===== src/hw/fbw_pkg.sv =====
package fbw_pkg;
    // timing
    localparam int CLK_FREQ_HZ = 10_000_000;      // control clock, 100 ns period
    localparam int WDOG_PERIOD_MS = 500;          // square wave period the master sends
    localparam int WDOG_TIMEOUT_MS = 2 * WDOG_PERIOD_MS; // silence before a bus fault
    localparam int WDOG_TIMEOUT_CYC = CLK_FREQ_HZ / 1000 * WDOG_TIMEOUT_MS;
    localparam int WDOG_CNT_W = 24;               // holds WDOG_TIMEOUT_CYC
    // word geometry
    localparam int WORD_W = 16;
    localparam logic [15:0] WORD_ZERO = 16'h0000; // reset value of every word
    localparam int NUM_VIN = 3;                   // virtual digital inputs
    // bus_command_word bit positions
    localparam int CW_PRECHARGE = 0;
    localparam int CW_RUN = 3;
    localparam int CW_FAULT_RESET = 7;
    localparam int CW_BUS_CONTROL = 10;
    localparam int CW_WATCHDOG = 11;
    localparam int CW_VIN_LO = 12;                // bits 12..14
    // bus_report_word bit positions
    localparam int SW_READY_ON = 0;
    localparam int SW_READY_RUN = 1;
    localparam int SW_RUNNING = 2;
    localparam int SW_FAULT = 3;
    localparam int SW_RUN_ENABLE = 4;
    localparam int SW_QUICK_STOP_N = 5;
    localparam int SW_BREAKER_OK = 6;
    localparam int SW_WARNING = 7;
    localparam int SW_SETPOINT = 8;
    localparam int SW_BUS_CONTROL = 9;
    localparam int SW_ABOVE_LIMIT = 10;
    localparam int SW_PRECHARGE = 14;
    localparam int SW_WATCHDOG = 15;
    // generation_report_word bit positions
    localparam int GS_GEN_SELECTED = 0;
    localparam int GS_DC_CONTROL = 1;
    // fault source indices on the FAULT_SRC input
    localparam int FS_OVERCURRENT = 0;
    localparam int FS_IGBT = 1;
    localparam int FS_OVERVOLT = 2;
    localparam int FS_UNDERVOLT = 3;
    localparam int FS_EARTH = 4;
    localparam int FS_UNIT_TEMP = 5;
    localparam int FS_MOTOR_TEMP = 6;
    localparam int FS_LINE_SYNCH = 7;
    localparam int FS_KEYPAD = 8;
    localparam int FS_FIELDBUS = 9;
    localparam int FS_SYSBUS = 10;
    localparam int FS_SLOT = 11;
    localparam int FS_LOOP_4MA = 12;
    localparam int FS_ENCODER = 13;
    localparam int FS_EXTERNAL = 14;
    localparam int FS_MAIN_SWITCH = 15;
    // fault_flags_first positions
    localparam int F1_OVERCURRENT = 0;
    localparam int F1_OVERVOLT = 1;
    localparam int F1_UNDERVOLT = 2;
    localparam int F1_EARTH = 4;
    localparam int F1_UNIT_TEMP = 6;
    localparam int F1_MOTOR_TEMP = 7;
    localparam int F1_LINE_SYNCH = 8;
    localparam int F1_KEYPAD = 11;
    localparam int F1_FIELDBUS = 12;
    localparam int F1_SYSBUS = 13;
    localparam int F1_SLOT = 14;
    localparam int F1_LOOP_4MA = 15;
    // fault_flags_second positions
    localparam int F2_ENCODER = 2;
    localparam int F2_EXTERNAL = 6;
    localparam int F2_IGBT = 9;
    localparam int F2_MAIN_SWITCH = 14;
    // breaker sequencing states
    typedef enum logic [1:0] {
        BRK_OPEN = 2'b00,
        BRK_PRECHARGE = 2'b01,
        BRK_CLOSED = 2'b10
    } fbw_brk_state_t;
    // relay output source selection
    typedef enum logic [1:0] {
        RLY_OFF = 2'b00,
        RLY_VIN2 = 2'b01,
        RLY_VIN3 = 2'b10,
        RLY_VIN4 = 2'b11
    } fbw_relay_sel_t;
endpackage


===== src/hw/fbw_sync.sv =====
`timescale 1ns/1ps
// two-stage synchroniser for levels from outside the clock domain
module fbw_sync #(
    parameter int W = 1
) (
    // clock and reset
    input wire logic CLK,
    input wire logic ARST_N,
    // data
    input wire logic [W-1:0] D,
    output logic [W-1:0] Q
);
    logic [W-1:0] meta; // first stage, read only by the second

    // both stages reset to zero, never to the port value
    always_ff @(posedge CLK or negedge ARST_N) begin
        if (!ARST_N) begin
            meta <= '0;
            Q <= '0;
        end else begin
            meta <= D;
            Q <= meta;
        end
    end
endmodule


===== src/hw/fbw_core.sv =====
`timescale 1ns/1ps
// Function
// RQ1 - bit 0 precharges, breaker auto-closes; clear opens
// RQ2 - bit 3 starts or stops the converter
// RQ3 - rising edge of bit 7 clears faults
// RQ4 - bit 10 grants fieldbus command authority
// RQ5 - master toggles bit 11 every half period
// RQ6 - bits 12-14 are three virtual inputs
// RQ7 - status bit 0 shows ready to charge
// RQ8 - status bit 1: ready and breaker closed
// RQ9 - status bit 2 shows modulating run state
// RQ10 - status bit 3 shows any active fault
// RQ11 - status bit 4 shows run enabled
// RQ12 - status bit 5 low while quick stop
// RQ13 - status bit 6: breaker feedback matches command
// RQ14 - status bit 7 shows any warning
// RQ15 - status bit 8: DC voltage equals reference
// RQ16 - status bit 9 shows fieldbus authority
// RQ17 - status bit 10: DC voltage above threshold
// RQ18 - status bit 14 shows precharge active
// RQ19 - status bit 15 echoes received watchdog
// RQ20 - first fault word per fault class
// RQ21 - second fault word per fault class
module fbw_core
    import fbw_pkg::*;
#(
    parameter int WDOG_TIMEOUT_CYCLES = WDOG_TIMEOUT_CYC
) (
    // clock and reset
    input wire logic CLK,
    input wire logic ARST_N,
    // command word from the fieldbus master
    input wire logic [fbw_pkg::WORD_W-1:0] BUS_COMMAND_WORD,
    // drive state, same clock domain
    input wire logic DRIVE_READY,
    input wire logic DRIVE_MODULATING,
    input wire logic RUN_ENABLE,
    input wire logic QUICK_STOP_ACTIVE,
    input wire logic WARNING_ACTIVE,
    input wire logic GEN_MODE_SELECTED,
    input wire logic [fbw_pkg::WORD_W-1:0] FAULT_SRC,
    // DC link measurement and settings
    input wire logic [fbw_pkg::WORD_W-1:0] DC_MEASURED,
    input wire logic [fbw_pkg::WORD_W-1:0] DC_REFERENCE,
    input wire logic [fbw_pkg::WORD_W-1:0] DC_LIMIT,
    // breaker feedback pin
    input wire logic BREAKER_FEEDBACK,
    // relay routing
    input wire logic [1:0] RELAY_SELECT,
    // contactor and converter commands
    output logic PRECHARGE_REQUEST,
    output logic MAIN_BREAKER,
    output logic RUN_REQUEST,
    // virtual inputs and relay
    output logic BUS_VIRTUAL_INPUT_2,
    output logic BUS_VIRTUAL_INPUT_3,
    output logic BUS_VIRTUAL_INPUT_4,
    output logic RELAY_OUTPUT,
    // report words
    output logic [fbw_pkg::WORD_W-1:0] BUS_REPORT_WORD,
    output logic [fbw_pkg::WORD_W-1:0] GENERATION_REPORT_WORD,
    output logic [fbw_pkg::WORD_W-1:0] FAULT_FLAGS_FIRST,
    output logic [fbw_pkg::WORD_W-1:0] FAULT_FLAGS_SECOND
);
    import fbw_pkg::*;

    ////////////////////////////////////////////////////////////////////////
    // input synchronisation

    logic [WORD_W-1:0] cmd; // command word after two flops
    logic feedback; // breaker feedback after two flops

    // the master writes asynchronously to our clock
    fbw_sync #(.W(WORD_W)) u_cmd_sync (
        .CLK(CLK),
        .ARST_N(ARST_N),
        .D(BUS_COMMAND_WORD),
        .Q(cmd)
    );

    fbw_sync #(.W(1)) u_fb_sync (
        .CLK(CLK),
        .ARST_N(ARST_N),
        .D(BREAKER_FEEDBACK),
        .Q(feedback)
    );

    ////////////////////////////////////////////////////////////////////////
    // command decode

    logic authority; // fieldbus holds command authority
    logic charge_cmd; // effective precharge/breaker command
    logic reset_prev; // last value of the fault reset bit
    logic reset_edge; // zero-to-one transition of the reset bit
    logic dc_above; // DC voltage above threshold

    assign authority = cmd[CW_BUS_CONTROL]; // RQ4
    // precharge and run commands count only while the bus has authority
    assign charge_cmd = authority & cmd[CW_PRECHARGE]; // RQ1
    assign reset_edge = cmd[CW_FAULT_RESET] & ~reset_prev; // RQ3
    assign dc_above = DC_MEASURED > DC_LIMIT; // RQ17

    // edge memory for the fault reset bit
    always_ff @(posedge CLK or negedge ARST_N) begin
        if (!ARST_N) begin
            reset_prev <= 1'b0;
        end else begin
            reset_prev <= cmd[CW_FAULT_RESET];
        end
    end

    ////////////////////////////////////////////////////////////////////////
    // breaker sequencing

    fbw_brk_state_t state; // present sequencing state
    fbw_brk_state_t next_state; // state for the next edge

    // precharge first, close the breaker once the link is charged
    always_comb begin
        next_state = state;
        case (state)
            BRK_OPEN: begin
                if (charge_cmd) begin
                    next_state = BRK_PRECHARGE; // RQ1
                end
            end
            BRK_PRECHARGE: begin
                if (!charge_cmd) begin
                    next_state = BRK_OPEN; // RQ1
                end else if (dc_above) begin
                    next_state = BRK_CLOSED; // RQ1
                end
            end
            BRK_CLOSED: begin
                if (!charge_cmd) begin
                    next_state = BRK_OPEN; // RQ1
                end
            end
            default: begin
                next_state = BRK_OPEN; // illegal code falls back safe
            end
        endcase
    end

    // state register
    always_ff @(posedge CLK or negedge ARST_N) begin
        if (!ARST_N) begin
            state <= BRK_OPEN;
        end else begin
            state <= next_state;
        end
    end

    // contactor outputs decoded from the state register
    assign PRECHARGE_REQUEST = (state == BRK_PRECHARGE); // RQ1
    assign MAIN_BREAKER = (state == BRK_CLOSED); // RQ1

    ////////////////////////////////////////////////////////////////////////
    // watchdog supervision

    logic wd_prev; // last watchdog bit seen
    logic [WDOG_CNT_W-1:0] wd_count; // cycles since last toggle
    logic wd_expired; // master went silent

    // only supervised while the bus holds authority
    always_ff @(posedge CLK or negedge ARST_N) begin
        if (!ARST_N) begin
            wd_prev <= 1'b0;
            wd_count <= '0;
        end else begin
            wd_prev <= cmd[CW_WATCHDOG];
            if (!authority || cmd[CW_WATCHDOG] != wd_prev) begin
                wd_count <= '0; // RQ5
            end else if (!wd_expired) begin
                wd_count <= wd_count + 1'b1;
            end
        end
    end

    // saturates so a long silence does not wrap and hide the fault
    assign wd_expired = (wd_count == WDOG_CNT_W'(WDOG_TIMEOUT_CYCLES - 1)); // RQ5

    ////////////////////////////////////////////////////////////////////////
    // fault words

    logic [WORD_W-1:0] src; // sources with the bus watchdog merged
    logic [WORD_W-1:0] next_first; // next first fault word
    logic [WORD_W-1:0] next_second; // next second fault word
    logic fault_any; // any latched fault

    assign src = FAULT_SRC | (WORD_W'(wd_expired) << FS_FIELDBUS);

    // class decode for the first word; IGBT lands in both words
    function automatic logic [WORD_W-1:0] map_first(input logic [WORD_W-1:0] s);
        logic [WORD_W-1:0] w;
        w = WORD_ZERO;
        w[F1_OVERCURRENT] = s[FS_OVERCURRENT] | s[FS_IGBT];
        w[F1_OVERVOLT] = s[FS_OVERVOLT];
        w[F1_UNDERVOLT] = s[FS_UNDERVOLT];
        w[F1_EARTH] = s[FS_EARTH];
        w[F1_UNIT_TEMP] = s[FS_UNIT_TEMP];
        w[F1_MOTOR_TEMP] = s[FS_MOTOR_TEMP];
        w[F1_LINE_SYNCH] = s[FS_LINE_SYNCH];
        w[F1_KEYPAD] = s[FS_KEYPAD];
        w[F1_FIELDBUS] = s[FS_FIELDBUS];
        w[F1_SYSBUS] = s[FS_SYSBUS];
        w[F1_SLOT] = s[FS_SLOT];
        w[F1_LOOP_4MA] = s[FS_LOOP_4MA];
        return w;
    endfunction

    // class decode for the second word
    function automatic logic [WORD_W-1:0] map_second(input logic [WORD_W-1:0] s);
        logic [WORD_W-1:0] w;
        w = WORD_ZERO;
        w[F2_ENCODER] = s[FS_ENCODER];
        w[F2_EXTERNAL] = s[FS_EXTERNAL];
        w[F2_IGBT] = s[FS_IGBT];
        w[F2_MAIN_SWITCH] = s[FS_MAIN_SWITCH];
        return w;
    endfunction

    // a source still present at the reset edge sets its bit again
    assign next_first = (reset_edge ? WORD_ZERO : FAULT_FLAGS_FIRST) | map_first(src); // RQ20
    assign next_second = (reset_edge ? WORD_ZERO : FAULT_FLAGS_SECOND) | map_second(src); // RQ21

    // sticky fault words
    always_ff @(posedge CLK or negedge ARST_N) begin
        if (!ARST_N) begin
            FAULT_FLAGS_FIRST <= WORD_ZERO;
            FAULT_FLAGS_SECOND <= WORD_ZERO;
        end else begin
            FAULT_FLAGS_FIRST <= next_first; // RQ20
            FAULT_FLAGS_SECOND <= next_second; // RQ21
        end
    end

    assign fault_any = |{FAULT_FLAGS_FIRST, FAULT_FLAGS_SECOND}; // RQ10

    ////////////////////////////////////////////////////////////////////////
    // run command and virtual inputs

    logic [NUM_VIN-1:0] vin; // registered virtual inputs

    // no start into a fault or an open breaker
    always_ff @(posedge CLK or negedge ARST_N) begin
        if (!ARST_N) begin
            RUN_REQUEST <= 1'b0;
        end else begin
            RUN_REQUEST <= authority & cmd[CW_RUN] & MAIN_BREAKER & ~fault_any; // RQ2
        end
    end

    // one flop per virtual input
    for (genvar i = 0; i < NUM_VIN; i++) begin : g_vin
        always_ff @(posedge CLK or negedge ARST_N) begin
            if (!ARST_N) begin
                vin[i] <= 1'b0;
            end else begin
                vin[i] <= cmd[CW_VIN_LO + i]; // RQ6
            end
        end
    end

    assign BUS_VIRTUAL_INPUT_2 = vin[0];
    assign BUS_VIRTUAL_INPUT_3 = vin[1];
    assign BUS_VIRTUAL_INPUT_4 = vin[2];

    // relay follows the selected virtual input
    always_ff @(posedge CLK or negedge ARST_N) begin
        if (!ARST_N) begin
            RELAY_OUTPUT <= 1'b0;
        end else begin
            case (fbw_relay_sel_t'(RELAY_SELECT))
                RLY_VIN2: RELAY_OUTPUT <= cmd[CW_VIN_LO]; // RQ6
                RLY_VIN3: RELAY_OUTPUT <= cmd[CW_VIN_LO + 1]; // RQ6
                RLY_VIN4: RELAY_OUTPUT <= cmd[CW_VIN_LO + 2]; // RQ6
                default: RELAY_OUTPUT <= 1'b0; // relay unused
            endcase
        end
    end

    ////////////////////////////////////////////////////////////////////////
    // report words

    logic [WORD_W-1:0] next_report; // status word before its flop
    logic [WORD_W-1:0] next_gen; // generation word before its flop

    // assemble status; reserved bits stay zero
    always_comb begin
        next_report = WORD_ZERO;
        next_report[SW_READY_ON] = DRIVE_READY; // RQ7
        next_report[SW_READY_RUN] = DRIVE_READY & MAIN_BREAKER & feedback; // RQ8
        next_report[SW_RUNNING] = DRIVE_MODULATING; // RQ9
        next_report[SW_FAULT] = fault_any; // RQ10
        next_report[SW_RUN_ENABLE] = RUN_ENABLE; // RQ11
        next_report[SW_QUICK_STOP_N] = ~QUICK_STOP_ACTIVE; // RQ12
        next_report[SW_BREAKER_OK] = (feedback == MAIN_BREAKER); // RQ13
        next_report[SW_WARNING] = WARNING_ACTIVE; // RQ14
        next_report[SW_SETPOINT] = (DC_MEASURED == DC_REFERENCE); // RQ15
        next_report[SW_BUS_CONTROL] = authority; // RQ16
        next_report[SW_ABOVE_LIMIT] = dc_above; // RQ17
        next_report[SW_PRECHARGE] = PRECHARGE_REQUEST; // RQ18
        next_report[SW_WATCHDOG] = cmd[CW_WATCHDOG]; // RQ19
        next_gen = WORD_ZERO;
        next_gen[GS_GEN_SELECTED] = GEN_MODE_SELECTED;
        next_gen[GS_DC_CONTROL] = DRIVE_MODULATING;
    end

    // report word flops
    always_ff @(posedge CLK or negedge ARST_N) begin
        if (!ARST_N) begin
            BUS_REPORT_WORD <= WORD_ZERO;
            GENERATION_REPORT_WORD <= WORD_ZERO;
        end else begin
            BUS_REPORT_WORD <= next_report;
            GENERATION_REPORT_WORD <= next_gen;
        end
    end
endmodule


===== config.mk =====
export PLATFORM = sky130hd
export DESIGN_NAME = fbw_core
export DESIGN_NICKNAME = d
export VERILOG_FILES = /design/src/hw/fbw_pkg.sv /design/src/hw/fbw_sync.sv /design/src/hw/fbw_core.sv
export SDC_FILE = /design/constraint.sdc
export NUM_CORES = 1
export LEC_CHECK = 0
export BUFFER_PORTS_ARGS = -buffer_cell sky130_fd_sc_hd__buf_4
export CORE_MARGIN = 4
export CORE_UTILIZATION = 50
export CTS_BUF_LIST = sky130_fd_sc_hd__clkbuf_4 sky130_fd_sc_hd__clkbuf_8
export CTS_CLUSTER_SIZE = 24
export DETAILED_ROUTE_END_ITERATION = 16
export PLACE_DENSITY = 0.93
export REMOVE_ABC_BUFFERS = 1
export SKIP_LAST_GASP = 1
export SLEW_MARGIN = 20
export SYNTH_ARGS = -nofsm -noshare
export SYNTH_HDL_FRONTEND = slang
export SYNTH_SLANG_ARGS = --single-unit

===== constraint.sdc =====
create_clock -name CLK -period 2.14 [get_ports CLK]
set_input_delay 0.107 -clock CLK [delete_from_list [all_inputs] [get_ports CLK]]
set_output_delay 0.107 -clock CLK [all_outputs]
set_load 0.02 [all_outputs]

# After elaboration in Yosys (flattened, before gate mapping)

Index checks and enable logic that the tools add are counted.

Register bits after elaboration: 112
Bits in latches: 0
Memory bits (writable): 0
Memory bits (read-only): 0
Input port bits: 91
Output and inout bits: 71
Logic and storage cells: 61
Memories kept: 0

Add/sub/neg operators: 1
Multipliers: 0
Div/mod/pow operators: 0
Magnitude comparators: 1
Equality and inequality tests: 13
Shift operators: 0
Mux-type cells: 10
Bitwise logic cells: 14
Reductions and logical operators: 5

Operator list:

| kind                                          | number |
|---|---|
| 2-to-1 mux 24 bit                             | 2 |
| 2-to-1 mux 16 bit                             | 2 |
| OR reduction 32 bit                           | 1 |
| adder 24 x 1 -> 24 bit, second input constant | 1 |
| == test 24 bit, second input constant         | 1 |
| == test 16 bit                                | 1 |
| > comparator 16 bit                           | 1 |
| bitwise OR 16 x 10 -> 16 bit                  | 1 |
| bitwise OR 16 x 15 -> 16 bit                  | 1 |
| bitwise OR 16 bit                             | 1 |
| 2-to-1 mux 2 bit                              | 4 |
| bitwise AND 1 bit                             | 7 |
| == test 2 bit, second input constant          | 3 |
| one-hot mux 2 bit (3 select lines)            | 1 |
| == test 2 x 1 -> 1 bit, second input constant | 2 |
| != test 2 bit, second input constant          | 2 |
| != test 3 x 2 -> 1 bit, second input constant | 1 |
| NOT 1 bit                                     | 3 |
| one-hot mux 1 bit (3 select lines)            | 1 |
| AND reduction 3 bit                           | 1 |
| zero test 2 bit                               | 1 |
| != test 2 x 1 -> 1 bit, second input constant | 1 |
| == test 1 bit                                 | 1 |
| zero test 1 bit                               | 1 |
| 3 further kinds                               | 3 |

# Longest topological paths before layout

Gate-level depths: netlist of run 1.

Depth after elaboration: 4
Gate-level depth with buffers: 7
Mapped depth without buffers: 7

# Cells and area by module

A second synthesis of run 1 with hierarchy kept.

Cells, all modules: 354
Area total of the unflattened synthesis: 4185.3 µm²

By module, submodules not included:

| module                | instances | cells each | area an instance (µm²) | sequential area each (µm²) |
|---|---|---|---|---|
| fbw_core              | 1         | 320        | 3334.4                 | 1551.5 |
| fbw_sync (u_cmd_sync) | 1         | 32         | 800.8                  | 800.8 |
| fbw_sync (u_fb_sync)  | 1         | 2          | 50.0                   | 50.0 |

# Worst setup path after synthesis of run 1

OpenSTA, ideal clock, no wires.

Path kind: reg-to-reg
Start point: register wd_count[0]
End point: register wd_count[1]
Library setup time: 0.132 ns
Data arrival time: 1.627 ns
Data required time: 2.008 ns
Setup slack: 0.381 ns
Cell stages (with the launch flop): 8
Buffers on the path: 1
Period minus slack after synthesis: 1.759 ns
Cell sequence: dfrtp_1 > ha_1 > nand2_1 > or2_2 > nor3_2 > buf_6 > mux2i_1 > nor2_1

Longest elaborated chain between the ends: 3
Elaborated cells on any way between the ends: 5
Classes of those cells: 1 x add/sub; 2 x eq/ne; 2 x mux

RTL lines:

| element                | line            | text |
|---|---|---|
| start, declared        | fbw_core.sv:162 | `logic [WDOG_CNT_W-1:0] wd_count;` |
| start signal, assigned | fbw_core.sv:175 | `wd_count <= wd_count + 1'b1;` |
| adder 24 x 1 -> 24 bit | fbw_core.sv:175 |  |
| 2-to-1 mux 24 bit      | fbw_core.sv:174 | `end else if (!wd_expired) begin` |
| 2-to-1 mux 24 bit      | fbw_core.sv:172 | `if (!authority \|\| cmd[CW_WATCHDOG] != wd_prev) begin` |

Several ways; a longest one is shown, not always the timed one. The select of a mux whose other input is x is not followed.
A chain may end at the register's enable or synchronous reset.

# Worst setup path in the final report of run 1

Start point: register wd_count[0]
End point: register wd_count[5]

The elaborated chain is that of the path after synthesis.

==> impl_summary.txt, run 1 <==
----------------------------------------------------
[Run status]
  Result of the run ... complete, no violations

[Synthesis]
  Top cells by area, synth ... sky130_fd_sc_hd__dfrtp_1 (52%), sky130_fd_sc_hd__buf_4 (6.9%), sky130_fd_sc_hd__xnor2_1 (6.6%)
  Largest area contributor in the synthesized netlist ... sky130_fd_sc_hd__dfrtp_1
  Leading cell types by count after synthesis ... sky130_fd_sc_hd__dfrtp_1 (80), sky130_fd_sc_hd__buf_4 (35), sky130_fd_sc_hd__xnor2_1 (29)
  Sequential element share of the synthesized area ... 52.4%
  Number of enable flip-flop cells after synthesis ... 0
  Average size of a mapped cell ... 11.2 um^2
  Top FF cell, synth ... sky130_fd_sc_hd__dfrtp_1
  Async set or reset register ratio after synthesis ... 100%
  Most repeated cell in the gate-level netlist after synthesis ... sky130_fd_sc_hd__dfrtp_1
  Cell area after synthesis ... 0.00382 mm^2
  Register bit count reported by yosys ... 80
  Cell variety after synth ... between 40 and 50
  Warnings, synthesis ... 0
  Synthesized instance count ... around 340
  Top cell type's share of synthesized area ... between 50% and 60%

[Place]
  Sum of net half-perimeters after detailed placement ... approximately 6.7 mm
  Number of buffers inserted by port buffering ... between 100 and 150
  Routability congestion estimate from global placement ... a little under 0.9

[Clocking]
  Postcts setup bufs ... 0
  Number of clock buffers inserted by TritonCTS ... 9
  Number of hold-repair buffers added at the cts stage ... 33
  Insertion delay of the later-clocked pin in the worst-skew pair ... roughly 0.34 ns
  Clock sinks ... 80
  Root buffer cell ... sky130_fd_sc_hd__clkbuf_8
  Max H-tree Level ... 3
  Buffer depth of the longest clock path ... 2
  Clk slew on worst S/H paths ... approximately 0.08 ns
  Post-cts repair resize count ... 0
  TritonCTS clock tree ... done

[Worst setup path]
  Critical path depth ... 7
  Crit path arrival time ... 2.17 ns
  Gate family responsible for the most delay along the worst path ... simple AND/OR/NAND/NOR gates
  Slowest stage delay, CP ... roughly 0.48 ns
  Crit path max fanout ... 13
  Data required time of the worst path ... roughly 2.4 ns
  Crit path max-delay cell type ... sky130_fd_sc_hd__or4_1
  Critical Path Sink Type ... flop
  Crit Path Class ... reg2reg
  Reg2Reg Depth ... 7
  Critical R2R Capture ... wd_count[5]
  Beginning of the worst register-to-register path ... wd_count[0]
  Worst R2R Setup Slack ... about 0.23 ns
  Launch point of the worst path ... wd_count[0]
  Bufs and invs on worst path ... 1
  Crit path launch type ... flop
  Series of cell instances along the critical path ... ha_1 -> nand2_1 -> or2_2 -> nor3_2 -> buf_4 -> or4_1 -> a21oi_1
  Endpoint of the most critical setup path ... wd_count[5]

[Timing]
  Pin slew with the least headroom to its limit ... slightly below 1 ns
  Min Hold Slack ... 0.0458 ns
  Share of the cycle needed by the critical path after routing ... between 80% and 90%
  Final critical-path required period ... ~1.9 ns
  Final Max Tran Viols ... 0
  Total negative setup slack ... 0 ns
  RSZ-0062 raised after global routing ... false
  Upper clock frequency limit ... roughly 520 MHz
  Max_slew headroom ... a little over a third
  Maximum clock skew at final layout ... around 0.0075 ns
  Endpoints failing setup ... 0
  Count of endpoints failing hold in the final timing report ... 0

[Cells and area]
  Post-layout nets ... around 610
  Area overhead of the layout relative to synthesis ... 36.7%
  Share of post-route cells with drive strength above 1 ... 29.3%
  Fill cells ... about 510
  Inserted Diodes ... 0
  Core utilization of the finished layout ... ~71%

[Floorplanning]
  Number of core rows ... 31
  Die Wd ... about 95 um
  IO Pins ... around 160
  Y dimension of the die ... ~95 um
  Starting density of the core ... between 50% and 60%
  Die area ... 0.00910 mm^2
  Core Box Area ... 0.00733 mm^2

[Route]
  Vias per cell ... about 5.0
  Length of the first detailed-routing pass in iterations ... 5
  Routed wire length ... 9.31 mm
  DRC viols ... 0
  Antenna Violating Nets Remaining ... 0
  Wirelength per Cell ... 15.5 um
  Number of DRC markers in iteration 0 ... 102
  Via total after detailed routing ... 3,008

[Global route]
  Largest net degree at the start of global routing ... a little over 80
  Via count of the first global-routing pass ... between 3,000 and 4,000
  Global-route congestion overflow total ... 0
  Wire length of the first global-routing pass ... between 10 and 15 mm
  Global-route usage over all layers ... 21.3%
  Antenna violations before repair ... 0

[Hold path]
  Path type of the worst min-delay path ... in2reg

[Power and ir drop]
  Max VDD drop ... roughly 0.57 mV
  Power density of the placed cells ... 639 mW/mm^2
  PnR Total Power ... around 3.3 mW
  Leak Pwr ... 2.46 nW

[Run]
  Total of max-cap violations ... 0

----------------------------------------------------
cells in the final DEF, fill, tap and decap left out, types with 8 or more instances in the layout:
master                          instances
sky130_fd_sc_hd__nand2_1               16
sky130_fd_sc_hd__xnor2_1               29
sky130_fd_sc_hd__conb_1                33
sky130_fd_sc_hd__inv_1                 22
sky130_fd_sc_hd__nor2_1                22
sky130_fd_sc_hd__ha_1                  17
sky130_fd_sc_hd__a21o_1                16
sky130_fd_sc_hd__dlygate4sd3_1         33
sky130_fd_sc_hd__buf_4                123
sky130_fd_sc_hd__dfrtp_1               80
sky130_fd_sc_hd__a21oi_1                9
sky130_fd_sc_hd__clkbuf_8               9
sky130_fd_sc_hd__nand4_1               12
sky130_fd_sc_hd__nand3_1                9
sky130_fd_sc_hd__nor4_1                 8
per-layer routing:
metal / up-vias / wire length [um] / track usage, %
met2: 142 / 5120 / 41.3
met3: 22 / 876 / 5.60
met4: 0 / 244 / 8.06
met1: 1429 / 3070 / 21.5
li1: 1415 / - / -
met5: - / 0 / 0
report_power, final:
group	internal (mW)	leakage (nW)	switching, mW
registers	1.57	0.970	0.0366
clock network	0.656	0.102	0.547
logic	0.258	1.39	0.272
stage by stage:
stage	cell area [um^2]	std cells	worst slack [ns]
final	5220	601	0.225
after global routing	5220	601	0.147
after CTS	5220	601	0.235
after detailed placement	4680	553	0.261
after global placement	4680	553	0.357
after floorplan	3630	331	0.208
cell type report:
| type | instances | area, um^2 | area share, % |
|---|---|---|---|
| well taps | 99 | 124 | 2.37 |
| flip-flops and latches | 80 | 2000 | 38.3 |
| clock buffers | 9 | 124 | 2.37 |
| inverters | 22 | 82.6 | 1.58 |
| repair buffers | 156 | 1250 | 24.0 |
| clock inverters | 6 | 92.6 | 1.77 |
| multi-input cells | 229 | 1540 | 29.6 |
how the worst min path moves through the flow:
stage               slack (ns)                  from                  end  cells past startpoint
floorplan                -0.19                ARST_N   BUS_REPORT_WORD[0]                      0
global placement          0.22  BUS_COMMAND_WORD[10]  u_cmd_sync.meta[10]                      1
detailed placement        0.22            RUN_ENABLE   BUS_REPORT_WORD[4]                      1
CTS                       0.03       DC_REFERENCE[9]   BUS_REPORT_WORD[8]                      4
global route              0.06      DC_REFERENCE[11]   BUS_REPORT_WORD[8]                      4
finish                    0.05       DC_REFERENCE[9]   BUS_REPORT_WORD[8]                      4
state kept, by name, summed over array words and instances, names as in the netlist, 2 cells and up:
signal              count
wd_count               24
BUS_REPORT_WORD        13
FAULT_FLAGS_FIRST      12
u_cmd_sync.Q            8
u_cmd_sync.meta         8
FAULT_FLAGS_SECOND      4
state                   2
cells by family after synthesis:
kind of cell	share of synthesized area, %
flip-flops	52.4
AO/OA/AOI/OAI	7.89
adder cells (fa/ha/maj)	5.57
buffers and inverters	10.3
XOR/XNOR	8.02
other	0.0982
AND/OR/NAND/NOR	15.1
multiplexers	0.557
worst reg2reg max path, cell delays in order, from the launching register on:
cell and delay (ns):
sky130_fd_sc_hd__dfrtp_1 0.42, sky130_fd_sc_hd__ha_1 0.23, sky130_fd_sc_hd__nand2_1 0.08, sky130_fd_sc_hd__or2_2 0.21
sky130_fd_sc_hd__nor3_2 0.06, sky130_fd_sc_hd__buf_4 0.18, sky130_fd_sc_hd__or4_1 0.48, sky130_fd_sc_hd__a21oi_1 0.18
No activity file was read; power rests on OpenSTA's default activity.
==> inputs of run 2 (changes only) <==
--- a/config.mk
+++ b/config.mk
@@ -7,11 +7,11 @@
 export LEC_CHECK = 0
 export BUFFER_PORTS_ARGS = -buffer_cell sky130_fd_sc_hd__buf_4
 export CORE_MARGIN = 4
-export CORE_UTILIZATION = 50
+export CORE_UTILIZATION = 30
 export CTS_BUF_LIST = sky130_fd_sc_hd__clkbuf_4 sky130_fd_sc_hd__clkbuf_8
 export CTS_CLUSTER_SIZE = 24
 export DETAILED_ROUTE_END_ITERATION = 16
-export PLACE_DENSITY = 0.93
+export PLACE_DENSITY = 0.64
 export REMOVE_ABC_BUFFERS = 1
 export SKIP_LAST_GASP = 1
 export SLEW_MARGIN = 20
==> run 2 against run 1 <==
Net effect:
- non-clock buffer count increased by 1
- routed wire length decreased by 8.1%
- utilization fell by 28 points
- sequential cell count unchanged
- combinational power hardly changed
==> impl_summary.txt, run 2 (synthesis gave the netlist of run 1 again) <==
----------------------------------------------------
[Route]
  Vias per cell ... 4.32 (-14%)
  Wirelength per Cell ... 12.7 um (-18%)
  DRC viols ... 0 (unchanged)
  Routed wire length ... 8.56 mm (-8.1%)
  Via total after detailed routing ... 2,902 (-3.5%)
  Length of the first detailed-routing pass in iterations ... 4 (-1)
  Antenna Violating Nets Remaining ... 0 (unchanged)
  Number of DRC markers in iteration 0 ... 110 (+7.8%)

[Timing]
  Final Max Tran Viols ... 0 (unchanged)
  Count of endpoints failing hold in the final timing report ... 0 (unchanged)
  Endpoints failing setup ... 0 (unchanged)
  Total negative setup slack ... 0 ns (unchanged)
  Share of the cycle needed by the critical path after routing ... 86.9% (-2.6 points)
  Final critical-path required period ... 1.86 ns (-0.0549 ns)
  Pin slew with the least headroom to its limit ... 0.629 ns (-0.332 ns)
  Final setup margin ... 0.280 ns (+0.0549 ns)
  Maximum clock skew at final layout ... 0.0111 ns (+0.00359 ns)
  Max_slew headroom ... 58.0% (+22 points)
  Upper clock frequency limit ... 538 MHz (+3.0%)
  RSZ-0062 raised after global routing ... false

[Global route]
  Via count of the first global-routing pass ... 3,002 (-7.3%)
  Antenna violations before repair ... 0 (unchanged)
  Global-route usage over all layers ... 11.9% (-9.4 points)
  Global-route congestion overflow total ... 0 (unchanged)
  Largest net degree at the start of global routing ... 44 (-46%)
  Wire length of the first global-routing pass ... 14.0 mm (-5.1%)

[Cells and area]
  Register bank with the most flops ... wd_count
  Most used cells in the layout excluding fill and tap cells ... sky130_fd_sc_hd__buf_4 (123), sky130_fd_sc_hd__dfrtp_1 (80), sky130_fd_sc_hd__conb_1 (33), sky130_fd_sc_hd__dlygate4sd3_1 (33), sky130_fd_sc_hd__xnor2_1 (29)
  Core utilization of the finished layout ... 43.6% (-28 points)
  Area of all placed cells without fillers ... 0.00535 mm^2 (+2.4%)
  Number of flip-flops in the largest register ... 24 (unchanged)
  Most frequent standard cell in the layout excluding fill and tap cells ... sky130_fd_sc_hd__buf_4
  Area used by multi-input combinational logic ... 0.00154 mm^2 (unchanged)
  Post-layout nets ... 607 (+0.17%)
  Area overhead of the layout relative to synthesis ... 40.0%
  Largest registers ranked by flip-flop count ... wd_count x24, BUS_REPORT_WORD x13, FAULT_FLAGS_FIRST x12
  FF+latch area ... 0.00200 mm^2 (unchanged)
  Fill cells ... 1,154 (+120%)
  Share of post-route cells with drive strength above 1 ... 29.6% (+0.28 points)
  Inserted Diodes ... 0 (unchanged)

[Clocking]
  Postcts setup bufs ... 0 (unchanged)
  Number of clock buffers inserted by TritonCTS ... 9 (unchanged)
  Root buffer cell ... sky130_fd_sc_hd__clkbuf_8
  Clock sinks ... 80 (unchanged)
  Buffer depth of the longest clock path ... 2 (unchanged)
  TritonCTS clock tree ... done
  Clk slew on worst S/H paths ... 0.09 ns (about the same)
  Insertion delay of the later-clocked pin in the worst-skew pair ... 0.35 ns (about the same)
  Max H-tree Level ... 3 (unchanged)

[Worst setup path]
  Slowest stage delay, CP ... 0.47 ns (about the same)
  Crit path launch type ... flop
  Reg2Reg Depth ... 7 (unchanged)
  Bufs and invs on worst path ... 1 (unchanged)
  Critical path depth ... 7 (unchanged)
  Critical Path Sink Type ... flop
  Endpoint of the most critical setup path ... wd_count[5]
  Launch point of the worst path ... wd_count[0]
  Crit Path Class ... reg2reg
  Gate family responsible for the most delay along the worst path ... simple AND/OR/NAND/NOR gates
  Data required time of the worst path ... 2.42 ns (+0.02 ns)
  Crit path max fanout ... 13 (unchanged)
  Critical R2R Capture ... wd_count[5]
  Worst R2R Setup Slack ... 0.28 ns (+0.05 ns)
  Crit path arrival time ... 2.14 ns (-0.03 ns)
  Crit path max-delay cell type ... sky130_fd_sc_hd__or4_1
  Series of cell instances along the critical path ... ha_1 -> nand2_1 -> or2_2 -> nor3_2 -> buf_4 -> or4_1 -> a21oi_1
  Beginning of the worst register-to-register path ... wd_count[0]

[Place]
  Minimum setup slack after placement ... 0.299 ns (+0.0384 ns)
  Placed inst area ... 0.00478 mm^2 (+2.3%)
  Routability congestion estimate from global placement ... 0.784 (-9.7%)
  Sum of net half-perimeters after detailed placement ... 6.42 mm (-4.1%)
  Number of buffers inserted by port buffering ... 120 (unchanged)

[Floorplanning]
  Number of core rows ... 40 (+29%)
  Starting density of the core ... 31.2% (-21 points)
  Die Wd ... 121 um (+27%)
  Y dimension of the die ... 121 um (+27%)
  Die area ... 0.0146 mm^2 (+60%)
  Core Box Area ... 0.0123 mm^2 (+67%)
  IO Pins ... 162 (unchanged)

[Power and ir drop]
  Net Sw Frac ... 26.2% (+0.61 points)
  Power density of the placed cells ... 636 mW/mm^2 (-0.51%)
  Part of the total power dissipated in combinational logic ... 15.5% (-0.4 points)
  P_int ... 2.51 mW (+1.0%)
  Portion of total power attributed to sequential cells ... 47.2% (-0.9 points)
  Leak Pwr ... 2.48 nW (+0.86%)
  Net switching component of the power ... 0.892 mW (+4.3%)
  Fraction of power consumed by the clock network ... 37.3% (+1.3 points)
  Max VDD drop ... 0.396 mV (-30%)

[Hold path]
  Min-Delay Path Depth ... 3 (-1)
  Path type of the worst min-delay path ... in2reg

[Run]
  Total of max-cap violations ... 0 (unchanged)

[Run status]
  Result of the run ... complete, no violations

----------------------------------------------------
## run 2: power by group through the flow
stage               combinational [mW]  clock (mW)  sequential (mW)
finish                           0.527        1.27             1.60
global route                     0.579        1.37             1.61
CTS                              0.531        1.31             1.60
detailed placement               0.482           0             1.63
global placement                 0.473           0             1.63
floorplan                        0.173           0             1.68
## run 2: what timing repair did
item / in CTS / in global routing
resized for setup: 0 / 0
hold endpoints to repair: 70 / 0
hold buffers: 33 / 0
## run 2: area by class of cell
type | count | area share (%)
clock inverter | 7 | 2.06
tap | 168 | 3.93
clock buffer | 9 | 2.32
sequential | 80 | 37.4
inverter | 22 | 1.54
timing repair buffer | 157 | 23.8
multi-input combinational | 229 | 28.9
## run 2: how the worst min path moves through the flow
stage                    startpoint                 end  slack (ns)
floorplan                    ARST_N  BUS_REPORT_WORD[0]       -0.19
global placement             ARST_N  BUS_REPORT_WORD[5]        0.11
detailed placement           ARST_N  u_cmd_sync.meta[7]        0.11
CTS                 RELAY_SELECT[1]        RELAY_OUTPUT       0.006
global route        RELAY_SELECT[1]        RELAY_OUTPUT        0.03
finish              RELAY_SELECT[1]        RELAY_OUTPUT        0.02
## run 2: metal layers
layer	wire length [um]	GRT usage, %	vias up	part of all wire [%]
met3	668	4.16	6	7.8
met4	74	2.97	0	0.86
met1	3640	14.8	1369	43
met2	4170	19.8	107	49
met5	0	0	-	0
li1	-	-	1420	-
## run 2: worst min-delay path, stage by stage
cell,delay [ns]
sky130_fd_sc_hd__buf_4,0.11
sky130_fd_sc_hd__nand2_1,0.04
sky130_fd_sc_hd__o21ai_0,0.06
## run 2: stage by stage
stage               total power [mW]  instances  hold WS, ns
floorplan                       1.85        331       -0.189
global placement                2.11        623        0.107
detailed placement              2.12        623        0.109
CTS                             3.45        672      0.00555
global route                    3.56        672       0.0290
finish                          3.40        672       0.0210
==> inputs of run 3 (changes only) <==
--- a/config.mk
+++ b/config.mk
@@ -5,6 +5,7 @@
 export SDC_FILE = /design/constraint.sdc
 export NUM_CORES = 1
 export LEC_CHECK = 0
+export ABC_AREA = 1
 export BUFFER_PORTS_ARGS = -buffer_cell sky130_fd_sc_hd__buf_4
 export CORE_MARGIN = 4
 export CORE_UTILIZATION = 30
==> constraint.sdc (replaced) <==
create_clock -name CLK -period 2.14 [get_ports CLK]
set_input_delay 0.214 -clock CLK [delete_from_list [all_inputs] [get_ports CLK]]
set_output_delay 0.214 -clock CLK [all_outputs]
set_load 0.02 [all_outputs]
==> run 3 against run 2 <==
Net effect:
- final cell count increased by 15%
- sequential cell count stayed put
- clock power shrank 7%
- largest cell class unchanged
==> impl_summary.txt, run 3 <==
----------------------------------------------------
[Synthesis]
  Simple-gate share of the synthesized area ... 21.2% (+6.0 points)
  Top cell type's share of synthesized area ... 48.9% (-3.5 points)
  Cell area after synthesis ... 0.00409 mm^2 (+7.1%)
  Number of enable flip-flop cells after synthesis ... 0 (unchanged)
  Async set or reset register ratio after synthesis ... 100% (unchanged)
  Top cells by area, synth ... sky130_fd_sc_hd__dfrtp_1 (49%), sky130_fd_sc_hd__buf_4 (6.4%), sky130_fd_sc_hd__nand2_1 (5.7%)
  Post-synthesis adder-cell area fraction ... 5.20% (-0.37 points)
  Mux contribution to synthesized area ... 0.245% (-0.31 points)
  Top FF cell, synth ... sky130_fd_sc_hd__dfrtp_1
  Cell variety after synth ... 40 (-9.1%)
  Dominant combinational cell family by area after synthesis ... simple AND/OR/NAND/NOR gates
  Most repeated cell in the gate-level netlist after synthesis ... sky130_fd_sc_hd__dfrtp_1
  XOR/XNOR share of the synthesized area ... 3.64% (-4.4 points)
  Sequential element share of the synthesized area ... 48.9% (-3.5 points)
  Average size of a mapped cell ... 9.17 um^2 (-18%)
  Register bit count reported by yosys ... 80 (unchanged)
  Synthesized instance count ... 446 (+31%)
  Synth Area in Compound Gates ... 8.01% (+0.12 points)
  Leading cell types by count after synthesis ... sky130_fd_sc_hd__dfrtp_1 (80), sky130_fd_sc_hd__nand2_1 (62), sky130_fd_sc_hd__inv_1 (60)
  Largest area contributor in the synthesized netlist ... sky130_fd_sc_hd__dfrtp_1
  Warnings, synthesis ... 0 (unchanged)

[Cells and area]
  Non-filler instance count after layout ... 773 (+15%)
  Post-layout nets ... 700 (+15%)
  Share of post-route cells with drive strength above 1 ... 28.5% (-1.1 points)
  Most frequent standard cell in the layout excluding fill and tap cells ... sky130_fd_sc_hd__buf_4
  Register bank with the most flops ... wd_count
  Largest registers ranked by flip-flop count ... wd_count x24, BUS_REPORT_WORD x13, FAULT_FLAGS_FIRST x12
  Most used cells in the layout excluding fill and tap cells ... sky130_fd_sc_hd__buf_4 (122), sky130_fd_sc_hd__dfrtp_1 (80), sky130_fd_sc_hd__nand2_1 (62), sky130_fd_sc_hd__inv_1 (60), sky130_fd_sc_hd__nor2_1 (35)
  Area of all placed cells without fillers ... 0.00548 mm^2 (+2.5%)
  Area overhead of the layout relative to synthesis ... 34.0%
  Inserted Diodes ... 0 (unchanged)
  Number of flip-flops in the largest register ... 24 (unchanged)

[Floorplanning]
  Core Box Area ... 0.0133 mm^2 (+8.4%)
  IO Pins ... 162 (unchanged)
  Starting density of the core ... 30.8% (-0.38 points)
  Number of core rows ... 42 (+5.0%)
  Y dimension of the die ... 125 um (+3.3%)
  Die Wd ... 125 um (+3.3%)
  Die area ... 0.0156 mm^2 (+6.6%)

[Power and ir drop]
  P_int ... 2.45 mW (-2.5%)
  Power density of the placed cells ... 602 mW/mm^2 (-5.3%)
  Fraction of power consumed by the clock network ... 35.8% (-1.5 points)
  Net Sw Frac ... 25.9% (-0.29 points)
  Part of the total power dissipated in combinational logic ... 15.6% (about the same)
  Net switching component of the power ... 0.857 mW (-4.0%)
  PnR Total Power ... 3.30 mW (-2.9%)
  Portion of total power attributed to sequential cells ... 48.6% (+1.4 points)
  Leak Pwr ... 2.77 nW (+11%)
  Max VDD drop ... 0.374 mV (-5.6%)

[Route]
  Antenna Violating Nets Remaining ... 0 (unchanged)
  DRC viols ... 0 (unchanged)
  Routed wire length ... 9.44 mm (+10%)
  Number of DRC markers in iteration 0 ... 100 (-9.1%)
  Wire length on met2 ... 4.83 mm (+16%)
  Met1 wire length ... 3.86 mm (+6.0%)
  Top routing layer in use ... met4
  Vias per cell ... 4.27 (-1.2%)
  Via total after detailed routing ... 3,298 (+14%)
  Wirelength per Cell ... 12.2 um (-4.0%)
  Met3 WL post-DR ... 630 um (-5.7%)
  Length of the first detailed-routing pass in iterations ... 5 (+1)

[Worst setup path]
  Data required time of the worst path ... 2.39 ns (-0.03 ns)
  Critical Path Sink Type ... flop
  Critical R2R Capture ... wd_count[20]
  Gate family responsible for the most delay along the worst path ... simple AND/OR/NAND/NOR gates
  Critical path depth ... 10 (+3)
  Slowest stage delay, CP ... 0.41 ns (-0.06 ns)
  Reg2Reg Depth ... 10 (+3)
  Crit path arrival time ... 1.86 ns (-0.28 ns)
  Crit path max fanout ... 4 (-9)
  Crit path max-delay cell type ... sky130_fd_sc_hd__dfrtp_1
  Bufs and invs on worst path ... 0 (-1)
  Series of cell instances along the critical path ... ha_1 -> nand2_2 -> nor2_4 -> nand2_2 -> nor2_4 -> nand2_4 -> nor2_8 -> nand3_1 -> nand2_1 -> nor2_1
  Crit Path Class ... reg2reg
  Launch point of the worst path ... wd_count[0]
  Worst R2R Setup Slack ... 0.53 ns (+0.25 ns)
  Crit path launch type ... flop
  Endpoint of the most critical setup path ... wd_count[20]
  Beginning of the worst register-to-register path ... wd_count[0]

[Global route]
  Wire length of the first global-routing pass ... 15.9 mm (+14%)
  Global-route usage over all layers ... 12.5% (+0.65 points)
  Global-route congestion overflow total ... 0 (unchanged)
  Largest net degree at the start of global routing ... 46 (+4.5%)
  Antenna violations before repair ... 0 (unchanged)
  Via count of the first global-routing pass ... 3,406 (+13%)

[Timing]
  Count of endpoints failing hold in the final timing report ... 0 (unchanged)
  RSZ-0062 raised after global routing ... false
  Upper clock frequency limit ... 621 MHz (+16%)
  Endpoints failing setup ... 0 (unchanged)
  Final Max Tran Viols ... 0 (unchanged)
  Final critical-path required period ... 1.61 ns (-0.250 ns)
  Maximum clock skew at final layout ... 0.00736 ns (-0.00372 ns)
  Share of the cycle needed by the critical path after routing ... 75.2% (-12 points)
  Pin slew with the least headroom to its limit ... 0.603 ns (-0.0258 ns)
  Total negative setup slack ... 0 ns (unchanged)
  Max_slew headroom ... 59.8% (+1.7 points)

[Clocking]
  Max H-tree Level ... 3 (unchanged)
  Number of clock buffers inserted by TritonCTS ... 9 (unchanged)
  Postcts setup bufs ... 0 (unchanged)
  Buffer depth of the longest clock path ... 2 (unchanged)
  Clock sinks ... 80 (unchanged)
  Insertion delay of the later-clocked pin in the worst-skew pair ... 0.36 ns (about the same)
  Root buffer cell ... sky130_fd_sc_hd__clkbuf_8
  TritonCTS clock tree ... done
  Clk slew on worst S/H paths ... 0.08 ns (about the same)

[Hold path]
  Min-Delay Path Depth ... 2 (-1)
  Path type of the worst min-delay path ... in2reg

[Place]
  Sum of net half-perimeters after detailed placement ... 7.47 mm (+16%)
  Cells after DPL ... 740 (+19%)
  Routability congestion estimate from global placement ... 0.887 (+13%)
  Placed inst area ... 0.00509 mm^2 (+6.5%)
  Number of buffers inserted by port buffering ... 120 (unchanged)

[Run status]
  Result of the run ... complete, no violations

[Run]
  Total of max-cap violations ... 0 (unchanged)

----------------------------------------------------
run 3: cell types whose count changed after synthesis, sizes merged, moves of 5 or more:
cell and change:
nand3 +12, a21o -6, nand2 +53, xnor2 -22, a21oi +10, nor4 -5
o21ai +12, nor2 +19, inv +42, o21bai +5, nor3 +6
run 3: metrics by stage:
stage	utilization (%)	hold slack, ns	worst slack (ns)
finish	41.2	0.0304	0.530
global route	41.2	0.000383	0.366
CTS	41.2	0.00221	0.505
detailed placement	38.3	0.274	0.530
global placement	38.3	0.278	0.552
floorplan	-	-0.0816	0.388
run 3: metal layers:
metal	global-route usage, %	vias up
met5	0	-
met1	14.5	1537
met3	4.67	12
met4	4.19	0
li1	-	1657
met2	21.4	92
run 3: how the worst min path moves through the flow:
| stage | from | endpoint | slack, ns |
|---|---|---|---|
| after global routing | FAULT_SRC[11] | FAULT_FLAGS_FIRST[14] | 0.0004 |
| after floorplan | ARST_N | BUS_REPORT_WORD[0] | -0.08 |
| after CTS | FAULT_SRC[3] | FAULT_FLAGS_FIRST[2] | 0.002 |
| final | FAULT_SRC[3] | FAULT_FLAGS_FIRST[2] | 0.03 |
| after global placement | ARST_N | u_cmd_sync.meta[11] | 0.28 |
| after detailed placement | ARST_N | BUS_REPORT_WORD[5] | 0.27 |
run 3: worst reg2reg max path: stages, from the launching register on:
cell	delay, ns
sky130_fd_sc_hd__dfrtp_1	0.41
sky130_fd_sc_hd__ha_1	0.22
sky130_fd_sc_hd__nand2_2	0.09
sky130_fd_sc_hd__nor2_4	0.12
sky130_fd_sc_hd__nand2_2	0.11
sky130_fd_sc_hd__nor2_4	0.16
sky130_fd_sc_hd__nand2_4	0.09
sky130_fd_sc_hd__nor2_8	0.12
sky130_fd_sc_hd__nand3_1	0.07
sky130_fd_sc_hd__nand2_1	0.07
sky130_fd_sc_hd__nor2_1	0.04
run 3: what timing repair did:
| item | in CTS | in global routing |
|---|---|---|
| setup endpoints to repair | 0 | 0 |
| resized for setup | 0 | 0 |
| endpoints found under the hold margin | 60 | 0 |
| hold buffers | 17 | 0 |
run 3: final cells by class:
cell class	instances	area, um^2
flip-flops and latches	80	2000
repair buffers	140	1110
well taps	176	220
fillers	1314	7810
clock inverters	4	51.3
clock buffers	12	165
multi-input cells	295	1690
inverters	66	248
run 3: kinds of logic after synthesis:
| group | count (synthesis) |
|---|---|
| AOI/OAI and AO/OA | 54 |
| xor gates and xnor gates | 17 |
| adders and majority gates | 17 |
| buffers and inverters | 103 |
| DFF | 80 |
| muxes | 1 |
| other | 1 |
| and+or+nand+nor | 173 |
run 3: power groups by stage:
stage	Combinational (mW)	Sequential, mW	Clock, mW
6_report	0.515	1.61	1.18
5_1_grt	0.574	1.61	1.31
4_1_cts	0.524	1.61	1.24
3_5_place_dp	0.497	1.64	0
3_3_place_gp	0.488	1.63	0
2_1_floorplan	0.184	1.68	0
